## src/design/config_range_regs.vh

```
// register offsets, field positions, reset values and timing constants for the config block
`ifndef CONFIG_RANGE_REGS_VH
`define CONFIG_RANGE_REGS_VH
`define ADDR_SYSCFG 2'h0
`define ADDR_RANGE 2'h1
`define ADDR_EVCFG 2'h2
`define ADDR_STATUS 2'h3
`define SYSCFG_RESET 32'h0000_8000
`define SYSCFG_WMASK 32'h0000_FDFF
`define RANGE_RESET 32'h0000_0000
`define RANGE_RW_RESET 24'h15_0E12
`define EVCFG_RESET 32'h0000_0000
`define ZERO32 32'h0000_0000
`define BAUD_HI 15
`define BAUD_LO 13
`define ZC_INV_BIT 12
`define ZC_PULSE_BIT 11
`define ZC_DIS_BIT 10
`define SWIRE_BIT 8
`define TCOMP_BIT 7
`define HOLD_HI 6
`define HOLD_LO 5
`define PDN_HI 4
`define PDN_LO 3
`define REFDIS_BIT 2
`define PWM_BIT 1
`define ACC_BIT 0
`define EV_MC2_BIT 15
`define EV_MC1_BIT 14
`define EV_MAP1_LO 16
`define EV_MAP2_LO 20
`define EV_OT_MAP1_BIT 27
`define EV_OT_MAP2_BIT 28
`define NUM_EVENTS 5
`define CLK_HZ 40000000
`define ZC_PULSE_NS 100000
`define ZC_PULSE_CYC ((`ZC_PULSE_NS / 1000) * (`CLK_HZ / 1000000))
`define ZC_CNT_W 12
`define THERM_W 10
`define BAUD_1200 18'h0_04B0
`define BAUD_2400 18'h0_0960
`define BAUD_4800 18'h0_12C0
`define BAUD_9600 18'h0_2580
`define BAUD_19200 18'h0_4B00
`define BAUD_38400 18'h0_9600
`define BAUD_57600 18'h0_E100
`define BAUD_115200 18'h1_C200
`endif

```

## src/design/limit_compare.v

```verilog
// one limit comparator producing an event level
`default_nettype none
module limit_compare #(
	parameter W = 32,
	parameter ABOVE = 1
) (
	input wire clk, // core clock
	input wire rst_n, // synchronous reset, active low
	input wire ce, // clock enable
	input wire sample, // computation cycle strobe
	input wire [W-1:0] measured, // measured output value
	input wire [W-1:0] limit, // programmed limit
	output reg passed // limit passed on last sample
);
	// compare on each computation cycle; sag passes below, others above
	always @(posedge clk) begin
		if (!rst_n) begin
			passed <= 1'b0;
		end else if (ce && sample) begin
			passed <= ABOVE ? (measured > limit) : (measured < limit);
		end
	end
endmodule
`default_nettype wire

```

## src/design/zero_cross_shaper.v

```verilog
// zero-crossing output shaping: toggle or fixed pulse, invert and disable
`default_nettype none
`include "config_range_regs.vh"
module zero_cross_shaper (
	input wire clk, // core clock
	input wire rst_n, // synchronous reset, active low
	input wire ce, // clock enable
	input wire crossing, // one-cycle zero crossing strobe
	input wire pulseMode, // pulse instead of toggle
	input wire invert, // invert output polarity
	input wire pinDisable, // output pin disabled
	output reg zeroCrossOutput, // pin level
	output reg zeroCrossOe // pin output enable
);
	// pulse length in core cycles, cut to the counter width on purpose
	localparam [31:0] PULSE_LOAD = `ZC_PULSE_CYC;
	reg toggle_q;
	reg [`ZC_CNT_W-1:0] pulseCnt_q;
	wire rawLevel;
	// toggle state and pulse length counter
	always @(posedge clk) begin
		if (!rst_n) begin
			toggle_q <= 1'b0;
			pulseCnt_q <= {`ZC_CNT_W{1'b0}};
		end else if (ce) begin
			if (crossing) begin
				toggle_q <= ~toggle_q;
			end
			if (crossing && pulseMode) begin
				pulseCnt_q <= PULSE_LOAD[`ZC_CNT_W-1:0];
			end else if (pulseCnt_q != {`ZC_CNT_W{1'b0}}) begin
				pulseCnt_q <= pulseCnt_q - 1'b1;
			end
		end
	end
	assign rawLevel = pulseMode ? (pulseCnt_q != {`ZC_CNT_W{1'b0}}) : toggle_q;
	// registered pin drive
	always @(posedge clk) begin
		if (!rst_n) begin
			zeroCrossOutput <= 1'b0;
			zeroCrossOe <= 1'b0;
		end else if (ce) begin
			zeroCrossOutput <= pinDisable ? 1'b0 : (rawLevel ^ invert);
			zeroCrossOe <= ~pinDisable;
		end
	end
endmodule
`default_nettype wire

```

## src/design/config_range_event_logic.v

```verilog
// configuration word, output scaling word, limits and event pins of the calculation engine
//
// Summary of operation
// - baud field codes 111..000 give 1200..115200 baud, reset 100 is 9600
// - baud change applies only at next power-up; host must save it
// - invert bit inverts zero-crossing output, reset clear
// - pulse mode gives 100 us pulses; otherwise output toggles per crossing
// - disable bit turns zero-crossing pin off, reset enabled
// - single-wire bit enables automatic transmission, reset off
// - thermal bit enables temperature compensation, reset off
// - hold field holds current, voltage, both or neither converter
// - power-down field shuts current, voltage, both or neither converter
// - reference bit set disables internal reference, reset enabled
// - accumulation bit runs accumulators; clear stops and zeroes them
// - unimplemented config bit reads zero, writes ignored
// - low three scaling word bytes are right-shift counts for outputs
// - power byte scales active and reactive power alike
// - each event pin unmapped, mapped to events, or manual
// - manual drive ignored while any event mapped to the pin
// - five limits compared against their measured outputs
// - overtemperature limit compared with 10-bit thermistor value
// - passed limit sets status flag and mapped event pins
// - held converter keeps running but its output reads zero
// - pin with active mapped event is driven high
`default_nettype none
`include "config_range_regs.vh"
module config_range_event_logic (
	input wire clk, // 40 MHz core clock
	input wire rst_n, // synchronous reset, active low
	input wire ce, // clock enable, freezes all state when low
	input wire powerUp, // one-cycle strobe at power-up, loads baud
	input wire computeTick, // one-cycle computation cycle strobe
	input wire regWrite, // register write strobe from command decoder
	input wire regRead, // register read strobe from command decoder
	input wire [1:0] regAddr, // register index
	input wire [31:0] regWdata, // write data
	output reg [31:0] regRdata, // registered read data
	output reg regRvalid, // read data valid pulse
	input wire zeroCrossing, // zero crossing strobe, same clock
	input wire [23:0] currentConverterIn, // current converter raw sample
	input wire [23:0] voltageConverterIn, // voltage converter raw sample
	input wire [31:0] voltageRms, // measured rms voltage
	input wire [31:0] currentRms, // measured rms current
	input wire [31:0] activePower, // measured active power
	input wire [31:0] reactivePower, // measured reactive power
	input wire [`THERM_W-1:0] thermistor, // 10-bit thermistor result
	input wire [31:0] sagLimit, // sag limit
	input wire [31:0] surgeLimit, // surge limit
	input wire [31:0] overCurrentLimit, // overcurrent limit
	input wire [31:0] overPowerLimit, // overpower limit
	input wire [`THERM_W-1:0] overTempLimit, // overtemperature limit
	input wire [7:0] energyShift, // derived energy shift count
	input wire [4:0] statusClear, // one-cycle clear per event flag
	output reg [17:0] baudRate, // active baud rate in baud
	output reg singleWireEnable, // automatic single-wire transmission
	output reg thermalCompEnable, // temperature compensation on
	output reg [1:0] converterPowerDown, // bit0 current, bit1 voltage off
	output reg internalRefDisable, // internal reference off
	output reg pulseOutputEnable, // pulse-width output on
	output reg accumulationEnable, // energy accumulators running
	output reg accumulatorClear, // level forcing accumulators to zero
	output reg [23:0] currentConverterOut, // current converter after hold
	output reg [23:0] voltageConverterOut, // voltage converter after hold
	output reg [31:0] voltageScaled, // rms voltage after shift
	output reg [31:0] currentScaled, // rms current after shift
	output reg [31:0] activeScaled, // active power after shift
	output reg [31:0] reactiveScaled, // reactive power after shift
	output reg [4:0] eventStatus, // sag, surge, overcurrent, overpower, overtemp
	output reg eventPin1, // event pin 1
	output reg eventPin2, // event pin 2
	output wire zeroCrossOutput, // zero crossing pin
	output wire zeroCrossOe // zero crossing pin output enable
);
	reg [31:0] sysCfg_q;
	reg [31:0] sysCfgAct_q;
	reg [23:0] range_q;
	reg [31:0] evCfg_q;
	reg [17:0] baud_d;
	wire [4:0] passed;
	wire [3:0] mapPin1;
	wire [3:0] mapPin2;
	wire anyMap1;
	wire anyMap2;

	// register writes; config bit 9 and config reserved bits are masked off, event word stored whole
	always @(posedge clk) begin
		if (!rst_n) begin
			sysCfg_q <= `SYSCFG_RESET;
			range_q <= `RANGE_RW_RESET;
			evCfg_q <= `EVCFG_RESET;
		end else if (ce && regWrite) begin
			case (regAddr)
				`ADDR_SYSCFG: sysCfg_q <= regWdata & `SYSCFG_WMASK;
				`ADDR_RANGE: range_q <= regWdata[23:0];
				`ADDR_EVCFG: evCfg_q <= regWdata;
				default: sysCfg_q <= sysCfg_q;
			endcase
		end
	end

	// register reads; top scaling byte comes from the device
	always @(posedge clk) begin
		if (!rst_n) begin
			regRdata <= `ZERO32;
			regRvalid <= 1'b0;
		end else if (ce) begin
			regRvalid <= regRead;
			if (regRead) begin
				case (regAddr)
					`ADDR_SYSCFG: regRdata <= sysCfg_q;
					`ADDR_RANGE: regRdata <= {energyShift, range_q};
					`ADDR_EVCFG: regRdata <= evCfg_q;
					`ADDR_STATUS: regRdata <= {27'h000_0000, eventStatus};
					default: regRdata <= `ZERO32;
				endcase
			end
		end
	end

	// settings copied into use on each computation cycle
	always @(posedge clk) begin
		if (!rst_n) begin
			sysCfgAct_q <= `SYSCFG_RESET;
		end else if (ce && computeTick) begin
			sysCfgAct_q <= sysCfg_q;
		end
	end

	// baud decode, latched only at power-up
	always @* begin
		case (sysCfg_q[`BAUD_HI:`BAUD_LO])
			3'b111: baud_d = `BAUD_1200;
			3'b110: baud_d = `BAUD_2400;
			3'b101: baud_d = `BAUD_4800;
			3'b100: baud_d = `BAUD_9600;
			3'b011: baud_d = `BAUD_19200;
			3'b010: baud_d = `BAUD_38400;
			3'b001: baud_d = `BAUD_57600;
			default: baud_d = `BAUD_115200;
		endcase
	end
	always @(posedge clk) begin
		if (!rst_n) begin
			baudRate <= `BAUD_9600;
		end else if (ce && powerUp) begin
			baudRate <= baud_d;
		end
	end

	// control outputs from the active configuration
	always @(posedge clk) begin
		if (!rst_n) begin
			singleWireEnable <= 1'b0;
			thermalCompEnable <= 1'b0;
			converterPowerDown <= 2'h0;
			internalRefDisable <= 1'b0;
			pulseOutputEnable <= 1'b0;
			accumulationEnable <= 1'b0;
			accumulatorClear <= 1'b1;
		end else if (ce) begin
			singleWireEnable <= sysCfgAct_q[`SWIRE_BIT];
			thermalCompEnable <= sysCfgAct_q[`TCOMP_BIT];
			converterPowerDown <= sysCfgAct_q[`PDN_HI:`PDN_LO];
			internalRefDisable <= sysCfgAct_q[`REFDIS_BIT];
			pulseOutputEnable <= sysCfgAct_q[`PWM_BIT];
			accumulationEnable <= sysCfgAct_q[`ACC_BIT];
			accumulatorClear <= ~sysCfgAct_q[`ACC_BIT];
		end
	end

	// converter hold: converter runs, its output is forced to zero
	always @(posedge clk) begin
		if (!rst_n) begin
			currentConverterOut <= 24'h00_0000;
			voltageConverterOut <= 24'h00_0000;
		end else if (ce) begin
			currentConverterOut <= sysCfgAct_q[`HOLD_LO] ? 24'h00_0000 : currentConverterIn;
			voltageConverterOut <= sysCfgAct_q[`HOLD_HI] ? 24'h00_0000 : voltageConverterIn;
		end
	end

	// output scaling by right shift
	always @(posedge clk) begin
		if (!rst_n) begin
			voltageScaled <= `ZERO32;
			currentScaled <= `ZERO32;
			activeScaled <= `ZERO32;
			reactiveScaled <= `ZERO32;
		end else if (ce) begin
			voltageScaled <= voltageRms >> range_q[7:0];
			currentScaled <= currentRms >> range_q[15:8];
			activeScaled <= $signed(activePower) >>> range_q[23:16];
			reactiveScaled <= $signed(reactivePower) >>> range_q[23:16];
		end
	end

	// limit comparators: sag, surge, overcurrent, overpower, overtemp
	// sag passes when the rms voltage falls below its limit
	limit_compare #(
		.W(32),
		.ABOVE(0)
	) cmpSag (
		.clk(clk),
		.rst_n(rst_n),
		.ce(ce),
		.sample(computeTick),
		.measured(voltageRms),
		.limit(sagLimit),
		.passed(passed[0])
	);

	// surge passes when the rms voltage rises above its limit
	limit_compare #(
		.W(32),
		.ABOVE(1)
	) cmpSurge (
		.clk(clk),
		.rst_n(rst_n),
		.ce(ce),
		.sample(computeTick),
		.measured(voltageRms),
		.limit(surgeLimit),
		.passed(passed[1])
	);

	// overcurrent watches the rms current
	limit_compare #(
		.W(32),
		.ABOVE(1)
	) cmpCur (
		.clk(clk),
		.rst_n(rst_n),
		.ce(ce),
		.sample(computeTick),
		.measured(currentRms),
		.limit(overCurrentLimit),
		.passed(passed[2])
	);

	// overpower watches the active power
	limit_compare #(
		.W(32),
		.ABOVE(1)
	) cmpPow (
		.clk(clk),
		.rst_n(rst_n),
		.ce(ce),
		.sample(computeTick),
		.measured(activePower),
		.limit(overPowerLimit),
		.passed(passed[3])
	);

	// overtemperature works on the narrow thermistor result only
	limit_compare #(
		.W(`THERM_W),
		.ABOVE(1)
	) cmpTemp (
		.clk(clk),
		.rst_n(rst_n),
		.ce(ce),
		.sample(computeTick),
		.measured(thermistor),
		.limit(overTempLimit),
		.passed(passed[4])
	);

	// sticky status flags; set wins over clear
	always @(posedge clk) begin
		if (!rst_n) begin
			eventStatus <= 5'h00;
		end else if (ce) begin
			eventStatus <= (eventStatus & ~statusClear) | passed;
		end
	end

	// event pin mapping with manual fallback
	assign mapPin1 = evCfg_q[`EV_MAP1_LO+3:`EV_MAP1_LO];
	assign mapPin2 = evCfg_q[`EV_MAP2_LO+3:`EV_MAP2_LO];
	assign anyMap1 = (|mapPin1) | evCfg_q[`EV_OT_MAP1_BIT];
	assign anyMap2 = (|mapPin2) | evCfg_q[`EV_OT_MAP2_BIT];
	always @(posedge clk) begin
		if (!rst_n) begin
			eventPin1 <= 1'b0;
			eventPin2 <= 1'b0;
		end else if (ce) begin
			if (anyMap1) begin
				eventPin1 <= |({evCfg_q[`EV_OT_MAP1_BIT], mapPin1} & eventStatus);
			end else begin
				eventPin1 <= evCfg_q[`EV_MC1_BIT];
			end
			if (anyMap2) begin
				eventPin2 <= |({evCfg_q[`EV_OT_MAP2_BIT], mapPin2} & eventStatus);
			end else begin
				eventPin2 <= evCfg_q[`EV_MC2_BIT];
			end
		end
	end

	// zero crossing output shaping
	zero_cross_shaper zcShaper (
		.clk(clk),
		.rst_n(rst_n),
		.ce(ce),
		.crossing(zeroCrossing),
		.pulseMode(sysCfgAct_q[`ZC_PULSE_BIT]),
		.invert(sysCfgAct_q[`ZC_INV_BIT]),
		.pinDisable(sysCfgAct_q[`ZC_DIS_BIT]),
		.zeroCrossOutput(zeroCrossOutput),
		.zeroCrossOe(zeroCrossOe)
	);
endmodule
`default_nettype wire

```

## config.mk

```make
export PLATFORM = sky130hd
export DESIGN_NAME = config_range_event_logic
export DESIGN_NICKNAME = d
export VERILOG_FILES = /design/src/design/limit_compare.v /design/src/design/zero_cross_shaper.v /design/src/design/config_range_event_logic.v
export VERILOG_INCLUDE_DIRS = /design/src /design/src/design
export SDC_FILE = /design/constraint.sdc
export NUM_CORES = 1
export LEC_CHECK = 0
export ABC_AREA = 1
export BUFFER_PORTS_ARGS = -buffer_cell sky130_fd_sc_hd__buf_4
export CORE_MARGIN = 3
export CORE_UTILIZATION = 30
export DETAILED_ROUTE_END_ITERATION = 12
export HOLD_SLACK_MARGIN = 0.15
export PLACE_DENSITY = 0.6
export SYNTH_ARGS = -nofsm -noshare
export SYNTH_HDL_FRONTEND = slang
export SYNTH_SLANG_ARGS = --single-unit
```

## constraint.sdc

```tcl
create_clock -name clk -period 3.5 [get_ports clk]
set_input_delay 0.875 -clock clk [delete_from_list [all_inputs] [get_ports clk]]
set_output_delay 0.875 -clock clk [all_outputs]
set_load 0.005 [all_outputs]
```

# Yosys cells after proc, flatten, opt, wreduce, memory -nomap -nowiden
# Cells that the tools add are included.
# Widths: inputs -> output; s select.
[word_totals] regBits=345 latch_bits=0 ram_bits=0 rom_bits=0 in_bits=379 output_inout_bits=244 memories=0
[classes] addsub=1 n_mul=0 div_mod_pow=0 n_lt_le_gt_ge=5 eq_ne=10 shifts=4 n_mux=10 bitwise=11 reduce_logical=17
[ops] cell="$pmux 32 s4" count=1
[ops] cell="$pmux 17 s7" count=1
[ops] cell="$gt 32x32->1" count=3
[ops] cell="$shr 32x8->32" count=2
[ops] cell="$sshr 32x8->32" count=2
[ops] cell="$mux 24" count=2
[ops] cell="$lt 32x32->1" count=1
[ops] cell="$mux 12" count=2
[ops] cell="$and 5x5->5" count=3
[ops] cell="$eq 3x3->1 const B" count=4
[ops] cell="$reduce_and 2->1" count=6
[ops] cell="$reduce_bool 12->1" count=1
[ops] cell="$sub 12x1->12 const B" count=1
[ops] cell="$gt 10x10->1" count=1
[ops] cell="$reduce_or 5->1" count=2
[ops] cell="$reduce_or 4->1" count=2
[ops] cell="$eq 3x2->1 const B" count=2
[ops] cell="$not 5->5" count=1
[ops] cell="$or 5x5->5" count=1
[ops] cell="$eq 2x2->1 const B" count=2
[ops] cell="$logic_and 1x1->1" count=4
[ops] cell="$mux 1" count=4
[ops] cell="$eq 3x1->1 const B" count=1
[ops] cell="$not 1->1" count=3
[ops] cell="5 further kinds" count=6

# Depth between registers and ports, before layout
[depth] ltp_word=4 depth_mapped=15 mapped_depth_nobuf=14

# Cells and area by module
# From an unflattened synthesis, not the netlist that was laid out.
[unflattened] cells_unflattened=3939 area_unflattened_um2=23944.2
[by_module_without_submodules] module="config_range_event_logic" instances=1 cells_each=3139 area_per_inst_um2=18946.9 seq_area_each_um2=6406.1
[by_module_without_submodules] module="limit_compare at cmpPow" instances=1 cells_each=153 area_per_inst_um2=958.4 seq_area_each_um2=20.0
[by_module_without_submodules] module="limit_compare at cmpSurge" instances=1 cells_each=153 area_per_inst_um2=955.9 seq_area_each_um2=20.0
[by_module_without_submodules] module="limit_compare at cmpCur" instances=1 cells_each=149 area_per_inst_um2=935.9 seq_area_each_um2=20.0
[by_module_without_submodules] module="zero_cross_shaper" instances=1 cells_each=148 area_per_inst_um2=932.1 seq_area_each_um2=300.3
[by_module_without_submodules] module="limit_compare at cmpSag" instances=1 cells_each=138 area_per_inst_um2=860.8 seq_area_each_um2=20.0
[by_module_without_submodules] module="limit_compare at cmpTemp" instances=1 cells_each=59 area_per_inst_um2=354.1 seq_area_each_um2=20.0

# Worst setup path after synthesis
# OpenSTA, ideal clock, no wires.
[synth_path] kind="input to register" start="input port surgeLimit[31]" end="register cmpSurge.passed" arrival_ns=1.987 t_required_ns=3.430 slack_ns=1.442 path_stages=10 path_buffers=0 path_cell_list="inv_1 > ha_1 > nand2_1 > nor2_1 > nand4_1 > nor4_1 > o21ai_0 > nand2_1 > nand2_1 > a21oi_1"
[synth_between] elab_chain_len=1
[synth_rtl] item="from (decl)" line_no="config_range_event_logic.v:48" source="input wire [31:0] surgeLimit,"
[synth_rtl] item="$gt 32x32->1" line_no="limit_compare.v:20" source="passed <= ABOVE ? (measured > limit) : (measured < limit);"
[synth_rtl] item="to (signal assigned)" line_no="limit_compare.v:20"
[synth_rtl] item="to (decl)" line_no="limit_compare.v:13" source="output reg passed"
# No other way between the ends.
# A chain may end at the register's enable or synchronous reset.

# Final worst setup path
[layout_path] start="register range_q[6]" end="register voltageScaled[10]"
[layout_between] elab_chain_len=1
[layout_rtl] item="from (decl)" line_no="config_range_event_logic.v:76" source="reg [23:0] range_q;"
[layout_rtl] item="from (signal assigned)" line_no="config_range_event_logic.v:89" source="range_q <= `RANGE_RW_RESET;"
[layout_rtl] item="from (signal assigned)" line_no="config_range_event_logic.v:94" source="`ADDR_RANGE: range_q <= regWdata[23:0];"
[layout_rtl] item="$shr 32x8->32" line_no="config_range_event_logic.v:190" source="voltageScaled <= voltageRms >> range_q[7:0];"
[layout_rtl] item="to (signal assigned)" line_no="config_range_event_logic.v:185" source="voltageScaled <= `ZERO32;"
[layout_rtl] item="to (signal assigned)" line_no="config_range_event_logic.v:190"
[layout_rtl] item="to (decl)" line_no="config_range_event_logic.v:64" source="output reg [31:0] voltageScaled,"
# No other way between the ends.

==> flow_summary_export.csv <==
group,metric,value,unit
worst_hold_path,hold_path_class,"reg2reg",
global_route,grt_first_pass_wirelength,150000,um
global_route,number_of_antenna_violations_at_the_first_check_in_global_routing,10,
yosys,synth.distinct_cells,46,
yosys,synth_sequential_area_ratio,0.291,
placement,gp_congestion,0.972,
final_layout,nNetsFinal,4803,
yosys,postSynthAreaPerCell,6.14,sq um
final_layout,mostFrequentLayoutCells,"sky130_fd_sc_hd__nand2_1 (1,085), sky130_fd_sc_hd__nand3_1 (797), sky130_fd_sc_hd__buf_4 (675)",
worst_setup_path,crit_path_max_incr_delay,590,ps
worst_setup_path,worst_ep_required_time,4010,ps
sta,rsz_0062_raised_after_global_routing,"no",
worst_setup_path,critical-path-top-delay-family,"simple AND/OR/NAND/NOR gates",
drt,post-route-drc-count,0,
placement,port_buffers,617,
drt,total_routed_wirelength,99100,um
cts,ctsHoldBuffers,0,
cts,clockBufferDepth,3,
cts,tritoncts,"done",
worst_setup_path,startpoint_type,"flop",
drt,antenna_violating_nets_post_route,0,
outcome,outcome,"finished clean",
cts,numClockSinks,340,
power,power_per_cell_area,402,nW/um^2
cts,tritoncts.num_buffers,43,
worst_setup_path,cp.arrival,2910,ps
power,leakage,15.1,nW
sta,worst_slew_margin_rel,0.253,
drt,firstDrtPassIters,6,
cts,clk_latency,570,ps
global_route,overall_global_routing_usage,0.232,
cts,post_cts_resize_count,0,
worst_setup_path,cp-end-kind,"flop",
worst_setup_path,cpMaxStageDelayCell,"sky130_fd_sc_hd__nor2_4",
cts,h-tree-depth,2,
yosys,synth-edff-count,0,
die,fp.dieW,285,um
sta,fmax,0.416,GHz
job,drv_cap,0,
drt,drt_iter0_drcs,2191,
yosys,syn_inst,3811,
global_route,globalRoute.totalOverflow,0,
worst_setup_path,cp_cell_sequence,"nor2_4, nand3_1, o21ai_2, nand2_1, nand2_1, nand3_1, o21ai_0, o21ai_1, a21oi_1",
placement,dp.cells,5271,
yosys,synth_seq_cells,340,
sta,final_period_minus_worst_setup_slack,2400,ps
final_layout,area_growth_syn_to_layout,29.2,%
worst_setup_path,worstPathMaxFanout,34,
yosys,synth-async-reset-ratio,0,
cts,clock_tree_root,"sky130_fd_sc_hd__clkbuf_16",
die,boundaryPins,623,
drt,routedWlPerCell,18.5,um
die,core_area,76600,sq um
sta,worst_clock_skew,25.0,ps
sta,drv_slew,0,
sta,tightestPinTransition,1120,ps
global_route,grt_max_degree,112,
yosys,ys_warn_count,0,
die,floorplan.initialDensity,0.306,
drt,detail_route.vias_per_cell,5.11,
die,num_rows,101,
power,design_power_total,12.1,mW
final_layout,finalNonFillerCells,5357,
die,dieArea,81400,sq um
drt,detailroute.via_count,27400,
final_layout,most_frequent_standard_cell_in_the_layout_excluding_fill_and_tap_cells,"sky130_fd_sc_hd__nand2_1",
cts,post-cts-setup-buffers,0,
sta,finalSetupTns,0,ps
sta,setup-violations-final,0,
final_layout,post_route_cells_drive_above_1_share,0.184,
worst_setup_path,critical_path_start_end_classification,"reg2reg",
yosys,synth_flop_cell,"sky130_fd_sc_hd__dfxtp_1",
cts,worst_setup_hold_path_clk_slew,60,ps
global_route,first_global_vias,25800,
yosys,total_standard_cell_area_after_synthesis,23400,sq um
sta,final_hold_viol_count,0,
worst_setup_path,crit_buf_inv,0,
die,fp.dieH,285,um
placement,detail_placement_hpwl,76200,um
power,ir_worst_vdd,366,uV
sta,fin_crit_sh,0.686,
==> area by class of cell <==
| cell class | instances | area, sq um |
|---|---|---|
| Antenna cell | 7 | 17.5 |
| Clock buffer | 62 | 1260 |
| Clock inverter | 17 | 215 |
| Fill cell | 8460 | 46300 |
| Inverter | 319 | 1210 |
| Multi-Input combinational cell | 2903 | 14300 |
| Sequential cell | 340 | 6810 |
| Tap cell | 1030 | 1290 |
| Timing Repair Buffer | 679 | 5150 |
==> logic make-up (layout without fill, tap and decap cells) <==
group	count (synthesis)	count (layout)	synth area share
buffers and inverters	572	1077	0.0992
xor gates and xnor gates	8	8	0.00299
DFF	340	340	0.291
adders and majority gates	138	138	0.0738
AOI/OAI and AO/OA	570	570	0.133
other	1	12	0.000160
and+or+nand+nor	2182	2182	0.400
==> worst reg2reg max path: cells and delay by family, from the launching register on <==
family          cells  cell delay, ps
simple gates        5            1280
compound gates      4             720
flops               1             340
==> Yosys cell counts, types with 2 or more instances <==
master                         n  area (sq um)
sky130_fd_sc_hd__inv_2        11          41.3
sky130_fd_sc_hd__a41oi_1       5          43.8
sky130_fd_sc_hd__nor2_2        5          31.3
sky130_fd_sc_hd__buf_1        32           120
sky130_fd_sc_hd__o21ba_2       2          20.0
sky130_fd_sc_hd__a21oi_1     295          1480
sky130_fd_sc_hd__xor2_1        7          61.3
sky130_fd_sc_hd__o21ai_2       3          26.3
sky130_fd_sc_hd__a221oi_1      4          35.0
sky130_fd_sc_hd__nor2_1      246           923
sky130_fd_sc_hd__nand2_4       3          33.8
sky130_fd_sc_hd__o21ai_1       7          35.0
sky130_fd_sc_hd__nand2_1    1086          4080
sky130_fd_sc_hd__dfxtp_1     340          6810
sky130_fd_sc_hd__clkinv_1      5          18.8
sky130_fd_sc_hd__o2111ai_1     4          35.0
sky130_fd_sc_hd__o221ai_1     16           140
sky130_fd_sc_hd__clkbuf_1    138           518
sky130_fd_sc_hd__a31oi_1      10          62.6
sky130_fd_sc_hd__o22ai_1       4          25.0
sky130_fd_sc_hd__nand3_1     797          3990
sky130_fd_sc_hd__o311ai_0      3          26.3
sky130_fd_sc_hd__o21ai_0     179           896
sky130_fd_sc_hd__a211oi_1      3          22.5
sky130_fd_sc_hd__o211ai_1     24           180
sky130_fd_sc_hd__nor3_1        9          45.0
sky130_fd_sc_hd__o21a_1        5          37.5
sky130_fd_sc_hd__buf_4        18           135
sky130_fd_sc_hd__buf_6         4          45.0
sky130_fd_sc_hd__ha_1        138          1730
sky130_fd_sc_hd__nor2_4        5          56.3
sky130_fd_sc_hd__nand2_2       2          12.5
sky130_fd_sc_hd__inv_1       303          1140
sky130_fd_sc_hd__or2_2         3          18.8
sky130_fd_sc_hd__buf_2        61           305
sky130_fd_sc_hd__nor4_1        5          31.3
sky130_fd_sc_hd__nand4_1      20           125
==> path summary, 6_finish.rpt <==
check | cells after the start | slack (ps) | endpoint | from
min reg2reg | 2 | 450 | evCfg_q[29] | evCfg_q[29]
min | 2 | 450 | evCfg_q[29] | evCfg_q[29]
max | 9 | 1100 | voltageScaled[10] | range_q[6]
max reg2reg | 9 | 1100 | voltageScaled[10] | range_q[6]
==> metal layers <==
layer	track usage	share of wire	vias to the layer above
li1	-	-	13600
met1	0.287	0.41	12600
met2	0.388	0.47	945
met3	0.0535	0.075	192
met4	0.0897	0.040	8
met5	0	0.00068	-
==> per-stage QoR <==
step	hold slack (ps)	cell area [sq um]	setup slack, ps	util
3_3_place_gp	436	28700	711	0.375
5_1_grt	466	30200	906	0.395
3_5_place_dp	438	28700	678	0.375
4_1_cts	446	30200	1110	0.395
2_1_floorplan	425	23400	1440	-
6_report	446	30200	1100	0.395
==> state kept, by name (all words and copies together) (netlist names), 24 cells and up <==
name,cells
regRdata,32
reactiveScaled,32
currentConverterOut,24
voltageScaled,32
voltageConverterOut,24
currentScaled,32
evCfg_q,32
range_q,24
activeScaled,32
==> power by group <==
group / internal (mW) / switching (mW) / leakage, nW
logic: 1.27 / 1.90 / 11.6
clock network: 2.80 / 1.85 / 0.718
registers: 4.13 / 0.186 / 2.79
(Power assumes the default switching activity.)
